`config.mk`:
```
export PLATFORM = sky130hd
export DESIGN_NAME = oms_core
export DESIGN_NICKNAME = d
export VERILOG_FILES = /design/src/oms_pkg.sv /design/src/oms_file_mem.sv /design/src/oms_core.sv
export SDC_FILE = /design/constraint.sdc
export NUM_CORES = 1
export LEC_CHECK = 0
export BUFFER_PORTS_ARGS = -buffer_cell sky130_fd_sc_hd__buf_2
export CAP_MARGIN = 5
export CORE_MARGIN = 2
export CORE_UTILIZATION = 35
export DETAILED_ROUTE_END_ITERATION = 8
export MAX_ROUTING_LAYER = met4
export PLACE_DENSITY = 0.61
export SLEW_MARGIN = 15
export SYNTH_ARGS = -nofsm -noshare
export SYNTH_HDL_FRONTEND = slang
export SYNTH_HIERARCHICAL = 1
export SYNTH_SLANG_ARGS = --single-unit
```
`constraint.sdc`:
```
create_clock -name clk -period 8.87 [get_ports clk]
set_input_delay 1.3305 -clock clk [delete_from_list [all_inputs] [get_ports clk]]
set_output_delay 1.3305 -clock clk [all_outputs]
set_load 0.02 [all_outputs]
```
`src/oms_pkg.sv`:
```
// Purpose: shared constants and types for the or/move/skip decode block
// Assumes: 14-bit instruction words, 8-bit data, 7-bit file addresses
// Notes:   opcode fields sit in instruction bits 13:8
package oms_pkg;

  localparam int OMS_IW      = 14;
  localparam int OMS_DW      = 8;
  localparam int OMS_FAW     = 7;
  localparam int OMS_PCW     = 13;
  localparam int OMS_FDEPTH  = 128;

  localparam logic [5:0]        OMS_OP_OR_FILE  = 6'h04;
  localparam logic [5:0]        OMS_OP_COPY     = 6'h08;
  localparam logic [5:0]        OMS_OP_INC_SKIP = 6'h0f;
  localparam logic [3:0]        OMS_OP_LIT      = 4'hc;
  localparam logic [OMS_IW-1:0] OMS_NOP_WORD    = 14'h0000;

  localparam logic [OMS_PCW-1:0] OMS_PC_RESET   = 13'h0000;
  localparam logic [OMS_DW-1:0]  OMS_ACC_RESET  = 8'h00;
  localparam logic               OMS_ZERO_RESET = 1'b0;
  localparam logic               OMS_DEST_ACC   = 1'b0;

  typedef enum logic [2:0] {
    OMS_K_NONE,
    OMS_K_OR_FILE,
    OMS_K_LIT,
    OMS_K_COPY,
    OMS_K_INC_SKIP
  } oms_kind_t;

  // one decoded instruction word
  typedef struct packed {
    oms_kind_t             kind;
    logic                  dest;
    logic [OMS_FAW-1:0]    faddr;
    logic [OMS_DW-1:0]     lit;
  } oms_insn_t;

  // one file register write
  typedef struct packed {
    logic                  en;
    logic [OMS_FAW-1:0]    addr;
    logic [OMS_DW-1:0]     data;
  } oms_fwr_t;

  // instruction cycle phases, gray along the loop
  typedef enum logic {
    OMS_PH_READ = 1'b0,
    OMS_PH_EXEC = 1'b1
  } oms_phase_t;

endpackage

```
`src/oms_file_mem.sv`:
```
// Purpose: file register space, synchronous write, registered read
// Assumes: one read and one write port on the core clock
// Notes:   contents are not reset
`timescale 1ns/100ps
module oms_file_mem #(
  parameter int DEPTH = 128,
  parameter int AW    = 7,
  parameter int DW    = 8
) (
  // clock
  input  wire logic          clk,
  // write port
  input  wire logic          wr_en,
  input  wire logic [AW-1:0] wr_addr,
  input  wire logic [DW-1:0] wr_data,
  // read port
  input  wire logic [AW-1:0] rd_addr,
  output      logic [DW-1:0] rd_data
);
  logic [DW-1:0] mem [DEPTH];

  always_ff @(posedge clk) begin
    if (wr_en) begin
      mem[wr_addr] <= wr_data;
    end
  end

  always_ff @(posedge clk) begin
    rd_data <= mem[rd_addr];
  end
endmodule

```
`src/oms_core.sv`:
```
// Purpose: decode and execute or-into-file, load-literal, copy-file, increment-skip
// Assumes: program memory answers prog_addr within one clock, same clock domain
// Notes:   an instruction cycle is two clocks; other opcodes run as no-operation
// How it works
// (RQ1) or-into-file ORs accumulator with file register, zero flag follows result
// (RQ2) or-into-file result goes to accumulator if dest 0, file if 1
// (RQ3) load-literal puts 8-bit immediate in accumulator, flags untouched
// (RQ4) code supplier passes the two don't-care bits through as stored; decoder ignores them (the bench stores them nonzero in word 5)
// (RQ5) copy-file reads file register, sends it to accumulator when dest 0
// (RQ6) copy-file with dest 1 writes the same value back into the file
// (RQ7) copy-file sets zero flag from the moved value
// (RQ8) increment-skip adds one to file register, skips next instruction on zero
// (RQ9) taken skip discards prefetched word and runs a no-operation instead
// (RQ10) these instructions are one word, one instruction cycle, 7-bit file address
`timescale 1ns/100ps
module oms_core #(
  parameter int PCW = oms_pkg::OMS_PCW
) (
  // clock and reset
  input  wire logic                          clk,
  input  wire logic                          rst_b,
  // program memory
  output      logic [PCW-1:0]                prog_addr_r,
  input  wire logic [oms_pkg::OMS_IW-1:0]    prog_data,
  // architectural state
  output      logic [oms_pkg::OMS_DW-1:0]    acc_r,
  output      logic                          zero_r,
  // file write echo
  output      oms_pkg::oms_fwr_t             fwr_r
);
  import oms_pkg::*;

  function automatic oms_insn_t oms_decode(input logic [OMS_IW-1:0] w);
    oms_insn_t d;
    d.dest  = w[7];
    d.faddr = w[OMS_FAW-1:0];
    d.lit   = w[OMS_DW-1:0];
    if (w[13:10] == OMS_OP_LIT) begin
      d.kind = OMS_K_LIT; // RQ4
    end else if (w[13:8] == OMS_OP_OR_FILE) begin
      d.kind = OMS_K_OR_FILE;
    end else if (w[13:8] == OMS_OP_COPY) begin
      d.kind = OMS_K_COPY;
    end else if (w[13:8] == OMS_OP_INC_SKIP) begin
      d.kind = OMS_K_INC_SKIP;
    end else begin
      d.kind = OMS_K_NONE;
    end
    return d;
  endfunction

  function automatic logic oms_is_zero(input logic [OMS_DW-1:0] v);
    return v == '0;
  endfunction

  oms_phase_t          phase_r;
  logic [OMS_IW-1:0]   ir_r;
  oms_insn_t           dec;
  logic [OMS_DW-1:0]   fdata;
  logic [OMS_DW-1:0]   result;
  logic                exec;
  logic                skip;
  logic                to_file;
  logic                to_acc;
  logic                sets_zero;

  assign dec  = oms_decode(ir_r);
  assign exec = (phase_r == OMS_PH_EXEC);

  oms_file_mem #(
    .DEPTH (OMS_FDEPTH),
    .AW    (OMS_FAW),
    .DW    (OMS_DW)
  ) u_fmem (
    .clk     (clk),
    .wr_en   (exec && to_file),
    .wr_addr (dec.faddr),
    .wr_data (result),
    .rd_addr (dec.faddr),
    .rd_data (fdata)
  );

  // result and destination of the instruction in ir_r
  always_comb begin
    result    = '0;
    to_file   = 1'b0;
    to_acc    = 1'b0;
    sets_zero = 1'b0;
    skip      = 1'b0;
    case (dec.kind)
      OMS_K_OR_FILE: begin
        result    = acc_r | fdata; // RQ1
        to_acc    = (dec.dest == OMS_DEST_ACC); // RQ2
        to_file   = (dec.dest != OMS_DEST_ACC); // RQ2
        sets_zero = 1'b1; // RQ1
      end
      OMS_K_LIT: begin
        result = dec.lit; // RQ3
        to_acc = 1'b1; // RQ3
      end
      OMS_K_COPY: begin
        result    = fdata; // RQ5
        to_acc    = (dec.dest == OMS_DEST_ACC); // RQ5
        to_file   = (dec.dest != OMS_DEST_ACC); // RQ6
        sets_zero = 1'b1; // RQ7
      end
      OMS_K_INC_SKIP: begin
        result  = fdata + 8'h01; // RQ8
        to_acc  = (dec.dest == OMS_DEST_ACC);
        to_file = (dec.dest != OMS_DEST_ACC);
        skip    = oms_is_zero(result); // RQ8
      end
      default: begin
        result = '0;
      end
    endcase
  end

  // two-clock instruction cycle
  always_ff @(posedge clk or negedge rst_b) begin
    if (!rst_b) begin
      phase_r <= OMS_PH_READ;
    end else begin
      case (phase_r)
        OMS_PH_READ: phase_r <= OMS_PH_EXEC;
        OMS_PH_EXEC: phase_r <= OMS_PH_READ;
        default:     phase_r <= OMS_PH_READ;
      endcase
    end
  end

  // fetch: prefetched word becomes next instruction unless skipped
  always_ff @(posedge clk or negedge rst_b) begin
    if (!rst_b) begin
      ir_r        <= OMS_NOP_WORD;
      prog_addr_r <= OMS_PC_RESET;
    end else if (exec) begin
      ir_r        <= skip ? OMS_NOP_WORD : prog_data; // RQ9
      prog_addr_r <= prog_addr_r + {{(PCW-1){1'b0}}, 1'b1}; // RQ10
    end
  end

  always_ff @(posedge clk or negedge rst_b) begin
    if (!rst_b) begin
      acc_r <= OMS_ACC_RESET;
    end else if (exec && to_acc) begin
      acc_r <= result;
    end
  end

  always_ff @(posedge clk or negedge rst_b) begin
    if (!rst_b) begin
      zero_r <= OMS_ZERO_RESET;
    end else if (exec && sets_zero) begin
      zero_r <= oms_is_zero(result); // RQ1
    end
  end

  always_ff @(posedge clk or negedge rst_b) begin
    if (!rst_b) begin
      fwr_r <= '0;
    end else begin
      fwr_r.en   <= exec && to_file;
      fwr_r.addr <= dec.faddr;
      fwr_r.data <= result;
    end
  end

  // checks
  a_or_acc_value: assert property (@(posedge clk) disable iff (!rst_b) // RQ1
    exec && dec.kind == OMS_K_OR_FILE && !dec.dest |=> acc_r == ($past(acc_r) | $past(fdata)))
    else $error("or into accumulator wrong");
  a_or_file_dest: assert property (@(posedge clk) disable iff (!rst_b) // RQ2
    exec && dec.kind == OMS_K_OR_FILE && dec.dest |=> fwr_r.en && $stable(acc_r)
      && fwr_r.data == ($past(acc_r) | $past(fdata)))
    else $error("or into file wrong");
  a_or_zero_flag: assert property (@(posedge clk) disable iff (!rst_b) // RQ1
    exec && dec.kind == OMS_K_OR_FILE |=> zero_r == (($past(acc_r) | $past(fdata)) == 8'h00))
    else $error("or zero flag wrong");
  a_lit_load: assert property (@(posedge clk) disable iff (!rst_b) // RQ3
    exec && ir_r[13:10] == OMS_OP_LIT |=> acc_r == $past(ir_r[7:0]) && $stable(zero_r)
      && !fwr_r.en)
    else $error("literal load wrong");
  a_copy_acc: assert property (@(posedge clk) disable iff (!rst_b) // RQ5
    exec && dec.kind == OMS_K_COPY && !dec.dest |=> acc_r == $past(fdata) && !fwr_r.en)
    else $error("copy to accumulator wrong");
  a_copy_file: assert property (@(posedge clk) disable iff (!rst_b) // RQ6
    exec && dec.kind == OMS_K_COPY && dec.dest |=> fwr_r.en && fwr_r.data == $past(fdata)
      && $stable(acc_r))
    else $error("copy back to file wrong");
  a_copy_zero: assert property (@(posedge clk) disable iff (!rst_b) // RQ7
    exec && dec.kind == OMS_K_COPY |=> zero_r == ($past(fdata) == 8'h00))
    else $error("copy zero flag wrong");
  a_inc_result: assert property (@(posedge clk) disable iff (!rst_b) // RQ8
    exec && dec.kind == OMS_K_INC_SKIP && dec.dest |=> fwr_r.en
      && fwr_r.data == 8'($past(fdata) + 8'h01) && $stable(zero_r))
    else $error("increment result wrong");
  a_skip_flush: assert property (@(posedge clk) disable iff (!rst_b) // RQ9
    exec && dec.kind == OMS_K_INC_SKIP && fdata == 8'hff |=> ir_r == OMS_NOP_WORD)
    else $error("skip did not discard next word");
  a_noskip_fetch: assert property (@(posedge clk) disable iff (!rst_b) // RQ8
    exec && dec.kind == OMS_K_INC_SKIP && fdata != 8'hff |=> ir_r == $past(prog_data))
    else $error("no-skip lost next word");
  a_cycle_step: assert property (@(posedge clk) disable iff (!rst_b) // RQ10
    exec |=> !exec && prog_addr_r == PCW'($past(prog_addr_r) + 1) ##1 exec)
    else $error("instruction cycle not two clocks");
  a_inc_acc: assert property (@(posedge clk) disable iff (!rst_b) // RQ8
    exec && dec.kind == OMS_K_INC_SKIP && !dec.dest |=> !fwr_r.en
      && acc_r == 8'($past(fdata) + 8'h01) && $stable(zero_r))
    else $error("increment into accumulator wrong");
  a_nop_quiet: assert property (@(posedge clk) disable iff (!rst_b) // RQ9
    exec && dec.kind == OMS_K_NONE |=> !fwr_r.en && $stable(acc_r) && $stable(zero_r))
    else $error("no-operation changed state");

  c_or_file:   cover property (@(posedge clk) disable iff (!rst_b)
    exec && dec.kind == OMS_K_OR_FILE && dec.dest);
  c_lit:       cover property (@(posedge clk) disable iff (!rst_b) exec && dec.kind == OMS_K_LIT);
  c_copy_test: cover property (@(posedge clk) disable iff (!rst_b)
    exec && dec.kind == OMS_K_COPY && dec.dest && fdata == 8'h00);
  c_skip:      cover property (@(posedge clk) disable iff (!rst_b) exec && skip);
  c_no_skip:   cover property (@(posedge clk) disable iff (!rst_b)
    exec && dec.kind == OMS_K_INC_SKIP && !skip);
endmodule

```
### Word level (Yosys, flattened, before mapping)

Memories as Yosys holds them, arrays and structs flattened. A register that Yosys moved wholly into a read port is not among the register bits.
Cells that the tools add are included.

* memory bits (writable): 1024
* input port bits: 16
* output and inout bits: 38
* logic and storage cells: 42
* bits in registers: 53
* bits in read-only memories: 0
* latch bits: 0
* memories kept: 1

Memory list
* u_fmem.mem: words 128, width 8, rd ports 1, clocked after Yosys merged registers in 1, wr ports 1, line oms_file_mem.sv:20 `logic [DW-1:0] mem [DEPTH];`

* reductions and logical operators: 7
* div/mod/pow operators: 0
* bitwise gates (word level): 3
* multiplexer cells: 13
* equal/unequal tests: 8
* $add $sub $neg: 2
* $lt $le $gt $ge: 0
* shifts and indexed selects: 0
* multipliers: 0

Operators by type and width (number)
* 8-bit one-hot mux with 4 select lines: 1
* 8-bit zero test: 2
* 14-bit 2-to-1 mux: 1
* 13-bit by 1-bit adder with 13-bit output, second input constant: 1
* 6-bit by 4-bit equality test with 1-bit output, second input constant: 2
* 3-bit 2-to-1 mux: 4
* 8-bit by 1-bit adder with 8-bit output, second input constant: 1
* 8-bit bitwise OR: 1
* 3-bit by 2-bit equality test with 1-bit output, second input constant: 2
* 6-bit by 3-bit equality test with 1-bit output, second input constant: 1
* 1-bit 2-to-1 mux: 5
* 4-bit equality test, second input constant: 1
* 1-bit one-hot mux with 2 select lines: 2
* 3-bit by 1-bit equality test with 1-bit output, second input constant: 1
* 3-bit equality test, second input constant: 1
* 1-bit logical AND: 3
* 3-bit OR reduction: 1
* 1-bit inverter: 2
* 2-bit OR reduction: 1

### Longest topological paths before layout

Gate-level depths: netlist of the first run.

* depth in word-level cells: 11
* mapped depth: 8
* depth with buffers taken out: 6

### Cells and area by module

Netlist of the first run, hierarchy kept.

By module, submodules not included
* oms_file_mem: seq. area each 30909.6 um2, area an instance 39665.5 um2, times used 1, cells each 1635
* oms_core: seq. area each 1326.3 um2, area an instance 2307.2 um2, times used 1, cells each 188

### Least setup slack after synthesis of the first run

OpenSTA, ideal clock, no wires.

* kind: flip-flop to flip-flop
* from: register ir_r[11]
* to: memory u_fmem.mem[0][3] (data pin)
* path buffers: 0
* slack: 3617 ps
* library setup time: 888 ps
* required time: 7982 ps
* cell stages (with the launch flop): 4
* arrival: 4365 ps
* period minus slack after synthesis: 5253 ps
* path through: dfrtp_1 and4_1 nand2_1 o211ai_1

* longest elaborated chain between the ends: 7
* elaborated cells between the ends (all ways): 13
* classes of those cells: 8 x eq/ne; 5 x mux

Ends and longest elaborated chain
* start, declared: line oms_core.sv:57 `logic [OMS_IW-1:0] ir_r;`
* start signal, assigned: line oms_core.sv:138 `ir_r <= skip ? OMS_NOP_WORD : prog_data;`
* 6-bit by 4-bit equality test with 1-bit output: line oms_core.sv:44 `end else if (w[13:8] == OMS_OP_INC_SKIP) begin`
* 3-bit 2-to-1 mux: line oms_core.sv:44
* 3-bit 2-to-1 mux: line oms_core.sv:42 `end else if (w[13:8] == OMS_OP_COPY) begin`
* 3-bit 2-to-1 mux: line oms_core.sv:40 `end else if (w[13:8] == OMS_OP_OR_FILE) begin`
* 3-bit 2-to-1 mux (*): line oms_core.sv:38 `if (w[13:10] == OMS_OP_LIT) begin`
* 3-bit equality test (tied with other cells): line oms_core.sv:90 `case (dec.kind)`
* 8-bit one-hot mux with 4 select lines (*): line oms_core.sv:90
* via result[3]: line oms_core.sv:60 `logic [OMS_DW-1:0] result;`
* end, declared: line oms_file_mem.sv:20

The timed path passes the listed nets; every way through them passes the cells marked *.

### Worst setup path after layout of the first run

* from: register ir_r[13]
* to: memory u_fmem.mem[88][5], enable pin

* longest elaborated chain between the ends: 11
* elaborated cells between the ends (all ways): 16
* classes of those cells: 7 x eq/ne; 7 x mux; 2 x reduce/logical

Ends and longest elaborated chain
* 6-bit by 4-bit equality test with 1-bit output: line oms_core.sv:44
* 3-bit 2-to-1 mux: line oms_core.sv:44
* 3-bit 2-to-1 mux: line oms_core.sv:42
* 3-bit 2-to-1 mux: line oms_core.sv:40
* 3-bit 2-to-1 mux (*): line oms_core.sv:38
* 3-bit equality test (tied with other cells): line oms_core.sv:90
* 3-bit OR reduction (no line) (*)
* 1-bit 2-to-1 mux (*): line oms_core.sv:90
* 1-bit logical AND (*): line oms_core.sv:76 `.wr_en (exec && to_file),`
* 1-bit 2-to-1 mux (*): line oms_file_mem.sv:23 `if (wr_en) begin`
* 1-bit 2-to-1 mux (implied by the code) (*): line oms_file_mem.sv:24 `mem[wr_addr] <= wr_data;`

Every way passes the cells marked *; elsewhere a longest branch is shown, timed or not.

==> impl_results.md, run 1 <==
* H-tree depth at 3
* Post-CTS Setup Bufs at 0
* Clock slew at reported path FFs at 60 ps
* Global-route usage over all layers at 16.34%
* Synthesis-to-layout area growth at 13.35%
* DR WL/cell at 26.83 um
* Post-synth ARST share at 4.885%
* 1st-pass router iterations at 5
* Worst-Skew Late Latency at 700 ps
* Fmax at 0.2350 GHz
* Hold Path Class: flop to flop
* Crit path max fanout at 13
* Setup TNS at 0 ps
* Sw Pwr at 2.183 mW
* Top cell type's share of synthesized area at 73.26%
* Clock network fraction of total power at 41.5%
* FF+latch count, synth at 1085
* WL final at 97190 um
* Initial Util at 35.13%
* Nets@finish at 1945
* CTS tree: yes
* Placement Setup Slack at 4625 ps
* Post-Syn Area at 41970 um2
* Register area share after synthesis at 76.80%
* Routed vias at 19710
* IO Port Bufs at 53
* Rel. slew slack at 11.90%
* Yosys warnings at 6
* Post_cts resized at 0
* Req. time, crit path at 9150 ps
* # DRC at 0
* Layout Utilization at 39.81%
* DP Area at 44190 um2
* Die X at 350.3 um
* Via-per-instance ratio at 5.439
* Unrepaired setup endpoints after global routing: no
* Vias in the first global route at 19820
* Setup violators final at 0
* GPL Wtd Cong at 0.8065
* Crit path kind: flop to flop
* Num rows at 127
* # clock sinks at 1085
* Unique cell type count in the Yosys netlist at 50
* Final Hold Fails at 0
* Hold_buf cts at 0
* Clock Path Buffers at 3
* Core area at 119500 um2
* Slowest cell on crit path: nor2_1
* Most common cell in the netlist: edfxtp_1
* Slowest cell delay on critical path at 1170 ps
* Main area contributors after synthesis: edfxtp_1, mux4_2, dfrtp_1
* Register-to-register setup slack at 4610 ps
* Main synth FF type: edfxtp_1
* ANT nets after route at 0
* Crit path top cell by count: nand2_1
* Crit path capture type: flop
* Critical Path, Cell by Cell: nor4_4 -> nand2_1 -> a21oi_1 -> buf_4 -> nor2b_1 -> nand2_1 -> nor2_1
* Drt initial violations at 2466
* Congestion Overflow GR at 0
* Layout cells sized above 1 at 30.28%
* Worst-margin pin slew at 1318 ps
* Post-synth EDFFs at 1024
* First-pass GRT wire length at 141900 um
* Lkg Pwr at 14.98 nW
* Syn_area_per_cell at 23.02 um2
* Net Count, Synth at 1841
* IO Pins at 54
* P_int at 8.273 mW
* P per Cell Area at 219.8 nW/um2
* Die height at 350.3 um
* Num CTS Buffers at 105
* Die footprint at 122700 um2
* WP buf/inv at 1
* Seq pwr share at 54.0%
* Max Cap Viol at 0
* Switching Fraction at 20.88%
* Final worst path period need at 4256 ps
* DP HPWL at 58650 um
* Critical path launch point type: flop
* Critical Path AT at 4540 ps
* Worst VDD drop at 0.0001491 V
* Crit-path leading delay family: simple AND/OR/NAND/NOR gates
* Commonest cells post-synth: edfxtp_1, mux4_2, nor2_1, dfrtp_1, clkbuf_1
* Initial antenna violation count at 4
* Design area at 47580 um2
* Period Utilization, post-route at 47.98%
* Gate Count Post-Synth at 1823
* Worst clock skew at 49.02 ps
* Fin. max-slew vios at 0
* Status: finished clean
* Synth area leader: edfxtp_1
* Final Worst Setup Slack at 4614 ps
* N_diodes at 0
* Combinational group share of total power at 4.6%
* Largest net degree at the start of global routing at 139
* Clock Tree Root: clkbuf_16
[sequential cells by signal, summed over array words and instances (netlist names)]
name,flops
acc_r,8
u_fmem/mem,1024
prog_addr_r,13
u_fmem/rd_data,8
ir_r,14
exec,1
fwr_r,16
zero_r,1
[worst reg2reg max path: cells and delay by family, from the launching register on]
| kind | cells | cell delay [ps] |
|---|---|---|
| buffers and inverters | 1 | 230 |
| AND/OR/NAND/NOR | 5 | 3010 |
| flip-flops | 1 | 440 |
| AO/OA/AOI/OAI | 1 | 160 |
[power by group through the flow]
stage	Clock [mW]	Combinational [mW]	Sequential [mW]
6_report	4.34	0.476	5.64
5_1_grt	4.63	0.504	5.64
4_1_cts	4.43	0.484	5.64
3_5_place_dp	0	0.483	5.75
3_3_place_gp	0	0.477	5.75
2_1_floorplan	0	0.310	5.74
[logic make-up (layout without fill, tap and decap cells)]
logic type	after synthesis	after routing	share of synthesized area, %
flops	1085	1085	76.80
mux	353	353	18.49
buf+inv	97	285	1.049
compound gates	44	44	0.8586
simple gates	226	226	2.412
fa+ha+maj	2	2	0.05961
xor+xnor	16	16	0.3339
[metal layers]
layer	part of all wire (%)	vias up	track usage (%)
met2	49	893	25.73
met3	7.5	146	2.539
li1	-	7946	-
met1	42	10720	22.28
met4	2.2	0	4.344
met5	0	-	-
[metrics by stage]
stage	power, mW	hold WS [ps]	std cells
after global routing	10.78	507.0	3623
after global placement	6.227	459.7	3432
after floorplan	6.047	410.1	1823
after CTS	10.56	470.5	3623
final	10.46	467.2	3623
after detailed placement	6.234	458.8	3432
[path summary, 6_finish.rpt]
path / startpoint / to / depth (start not counted)
worst min register to register: prog_addr_r[12]$_DFFE_PN0P_ / prog_addr_r[12]$_DFFE_PN0P_ / 1
worst max-delay path: ir_r[13]$_DFFE_PN0P_ / u_fmem/mem[88][5]$_DFFE_PP_ / 7
max in group asynchronous: rst_b / ir_r[0]$_DFFE_PN0P_ / 2
worst max register to register: ir_r[13]$_DFFE_PN0P_ / u_fmem/mem[88][5]$_DFFE_PP_ / 7
min in group asynchronous: rst_b / fwr_r[12]$_DFF_PN0_ / 2
worst min-delay path: prog_addr_r[12]$_DFFE_PN0P_ / prog_addr_r[12]$_DFFE_PN0P_ / 1
[area by class of cell]
cell class	instances	area, um2
clock buffer	141	2894
clock inverter	50	491.7
fill	10470	71920
inverter	3	13.76
multi-input combinational	641	9345
sequential	1085	32250
tap	1612	2017
timing repair buffer	91	563.0
[cell usage in the layout, fill, tap and decap left out, drive strengths merged, types with 8 or more instances in the layout]
cell type     n
xnor2        10
a22o         14
nand2        30
nand3        18
mux4        336
clkinv       40
nor2b         9
dfrtp        53
nor3         11
dfxtp         8
edfxtp     1024
buf          91
clkbuf      141
nand4         8
nor2        128
mux2         17
Note: power is estimated with default switching activity, not from simulation.
==> inputs of run 2 (changes only) <==
--- a/config.mk
+++ b/config.mk
@@ -11,7 +11,7 @@
 export CORE_UTILIZATION = 35
 export DETAILED_ROUTE_END_ITERATION = 8
 export MAX_ROUTING_LAYER = met4
-export PLACE_DENSITY = 0.61
+export PLACE_DENSITY = 0.63
 export SLEW_MARGIN = 15
 export SYNTH_ARGS = -nofsm -noshare
 export SYNTH_HDL_FRONTEND = slang
==> constraint.sdc (replaced) <==
create_clock -name clk -period 3.9 [get_ports clk]
set_input_delay 0.585 -clock clk [delete_from_list [all_inputs] [get_ports clk]]
set_output_delay 0.585 -clock clk [all_outputs]
set_load 0.02 [all_outputs]
==> run 2 against run 1 <==
Net effect: critical endpoint is now u_fmem/mem[62][4]$_DFFE_PP_; flip-flop and latch count is the same; combinational power grew 130%; via count grew 1.5%; first-iteration DRC count shrank 6.2%; final area grew 3.1%; count of clock-buffer cells in the layout shrank 2.
==> impl_results.md, run 2 (synthesized netlist as in run 1, its figures left out) <==
* IO Port Bufs at 53
* Fmax at 0.2983 GHz
* Req. time, crit path at 4190 ps
* Register Area at 32250 um2
* 1st-pass router iterations at 5
* IO Pins at 54
* Final Hold Fails at 0
* Nets@finish at 2097
* Period Utilization, post-route at 85.94%
* Placement Setup Slack at 549.3 ps
* Clock network fraction of total power at 42.4%
* Congestion Overflow GR at 0
* P per Cell Area at 492.7 nW/um2
* Synthesis-to-layout area growth at 16.91%
* Clock slew at reported path FFs at 60 ps
* DP Area at 45540 um2
* Fill cells at 10340
* Initial antenna violation count at 1
* Die footprint at 122700 um2
* Regs by FF count: u_fmem/mem x1024, fwr_r x16, ir_r x14
* Status: finished clean
* Layout cells sized above 1 at 35.24%
* Commonest non-fill, non-tap cell in the layout: edfxtp_1
* Switching Fraction at 21.00%
* GPL Wtd Cong at 0.8382
* Num CTS Buffers at 107
* Via-per-instance ratio at 5.293
* Tot Pwr at 24.18 mW
* Sw Pwr at 5.077 mW
* Hold Path Class: input pin to flop
* Worst-margin pin slew at 1042 ps
* Final worst path period need at 3352 ps
* Setup violators final at 0
* Worst VDD drop at 0.0003725 V
* Seq pwr share at 53.1%
* Num rows at 127
* ANT nets after route at 0
* Die height at 350.3 um
* First-pass GRT wire length at 143300 um
* Final Worst Setup Slack at 548.1 ps
* Design area at 49070 um2
* Fin. max-slew vios at 0
* Max reg flops at 1024
* Area of the multi-input gates at 9340 um2
* Worst-Skew Late Latency at 690 ps
* Worst clock skew at 38.01 ps
* WL final at 96640 um
* Setup TNS at 0 ps
* Global-route usage over all layers at 16.38%
* Most frequent cells in the layout: edfxtp_1, mux4_2, buf_4
* DP HPWL at 60100 um
* # clock sinks at 1085
* Crit path max fanout at 9
* Drt initial violations at 2313
* Core area at 119500 um2
* Clock Tree Root: clkbuf_16
* Initial Util at 35.13%
* Critical Path AT at 3640 ps
* P_int at 19.10 mW
* Top reg by flops: u_fmem/mem
* H-tree depth at 3
* Clock Path Buffers at 3
* DR WL/cell at 25.57 um
* Vias in the first global route at 20480
* Rel. slew slack at 30.56%
* Die X at 350.3 um
* N_diodes at 0
* Non-Filler Instances at 3780
* # DRC at 0
* Combinational group share of total power at 4.6%
* Crit path capture type: flop
* Crit path kind: flop to flop
* CTS tree: yes
* Max Cap Viol at 0
* Critical path launch point type: flop
* Unrepaired setup endpoints after global routing: no
* Cells after DPL at 3581
* Routed vias at 20010
* Lkg Pwr at 15.93 nW
* Largest net degree at the start of global routing at 101
==> run 2: layer usage <==
layer  GRT usage, %  part of all wire (%)  up-vias
met4          3.784                   1.7        0
met2          25.11                    48      823
met1          23.00                    43    10790
met5              -                     0        -
li1               -                     -     8262
met3          2.810                   7.4      136
==> run 2: worst paths after layout <==
kind	startpoint	cells after the start	end	slack [ps]
setup / recovery	ir_r[13]$_DFFE_PN0P_	8	u_fmem/mem[62][4]$_DFFE_PP_	550
hold / removal	prog_data[9]	2	ir_r[9]$_DFFE_PN0P_	120
setup reg to reg	ir_r[13]$_DFFE_PN0P_	8	u_fmem/mem[62][4]$_DFFE_PP_	550
hold reg to reg	prog_addr_r[12]$_DFFE_PN0P_	1	prog_addr_r[12]$_DFFE_PN0P_	460
max in group asynchronous	rst_b	3	ir_r[6]$_DFFE_PN0P_	2690
min in group asynchronous	rst_b	2	ir_r[10]$_DFFE_PN0P_	410
==> run 2: worst max-delay path, stage by stage, from the launching register on <==
cell	delay, ps
dfrtp_1	440
nor4_4	500
nand2_1	200
a21oi_1	190
buf_4	220
nor2b_1	270
nand3_1	140
buf_4	220
nor2_1	760
==> run 2: repair_timing <==
action	CTS	global route
gates resized for setup	0	0
hold buffers	1	0
buffers inserted	0	0
endpoints found under the hold margin	23	0
==> run 2: cell type report <==
type / instances / area share [%]
Inverter: 3 / 0.02805
Tap cell: 1612 / 4.110
Clock inverter: 59 / 1.244
Clock buffer: 139 / 5.923
Sequential cell: 1085 / 65.73
Multi-Input combinational cell: 641 / 19.03
Timing Repair Buffer: 241 / 3.932
==> run 2: per-stage QoR <==
| stage | utilization (%) | hold slack (ps) |
|---|---|---|
| finish | 41.06 | 119.4 |
| floorplan | - | 289.4 |
| CTS | 41.06 | 87.87 |
| global route | 41.06 | 106.1 |
| global placement | 38.11 | 454.5 |
| detailed placement | 38.11 | 466.7 |
==> run 2: power groups by stage <==
stage	combinational, mW	clock [mW]	sequential, mW
2_1_floorplan	0.705	0	13.1
3_3_place_gp	1.09	0	13.1
3_5_place_dp	1.12	0	13.1
4_1_cts	1.12	10.4	12.8
5_1_grt	1.17	10.9	12.8
6_report	1.10	10.2	12.8
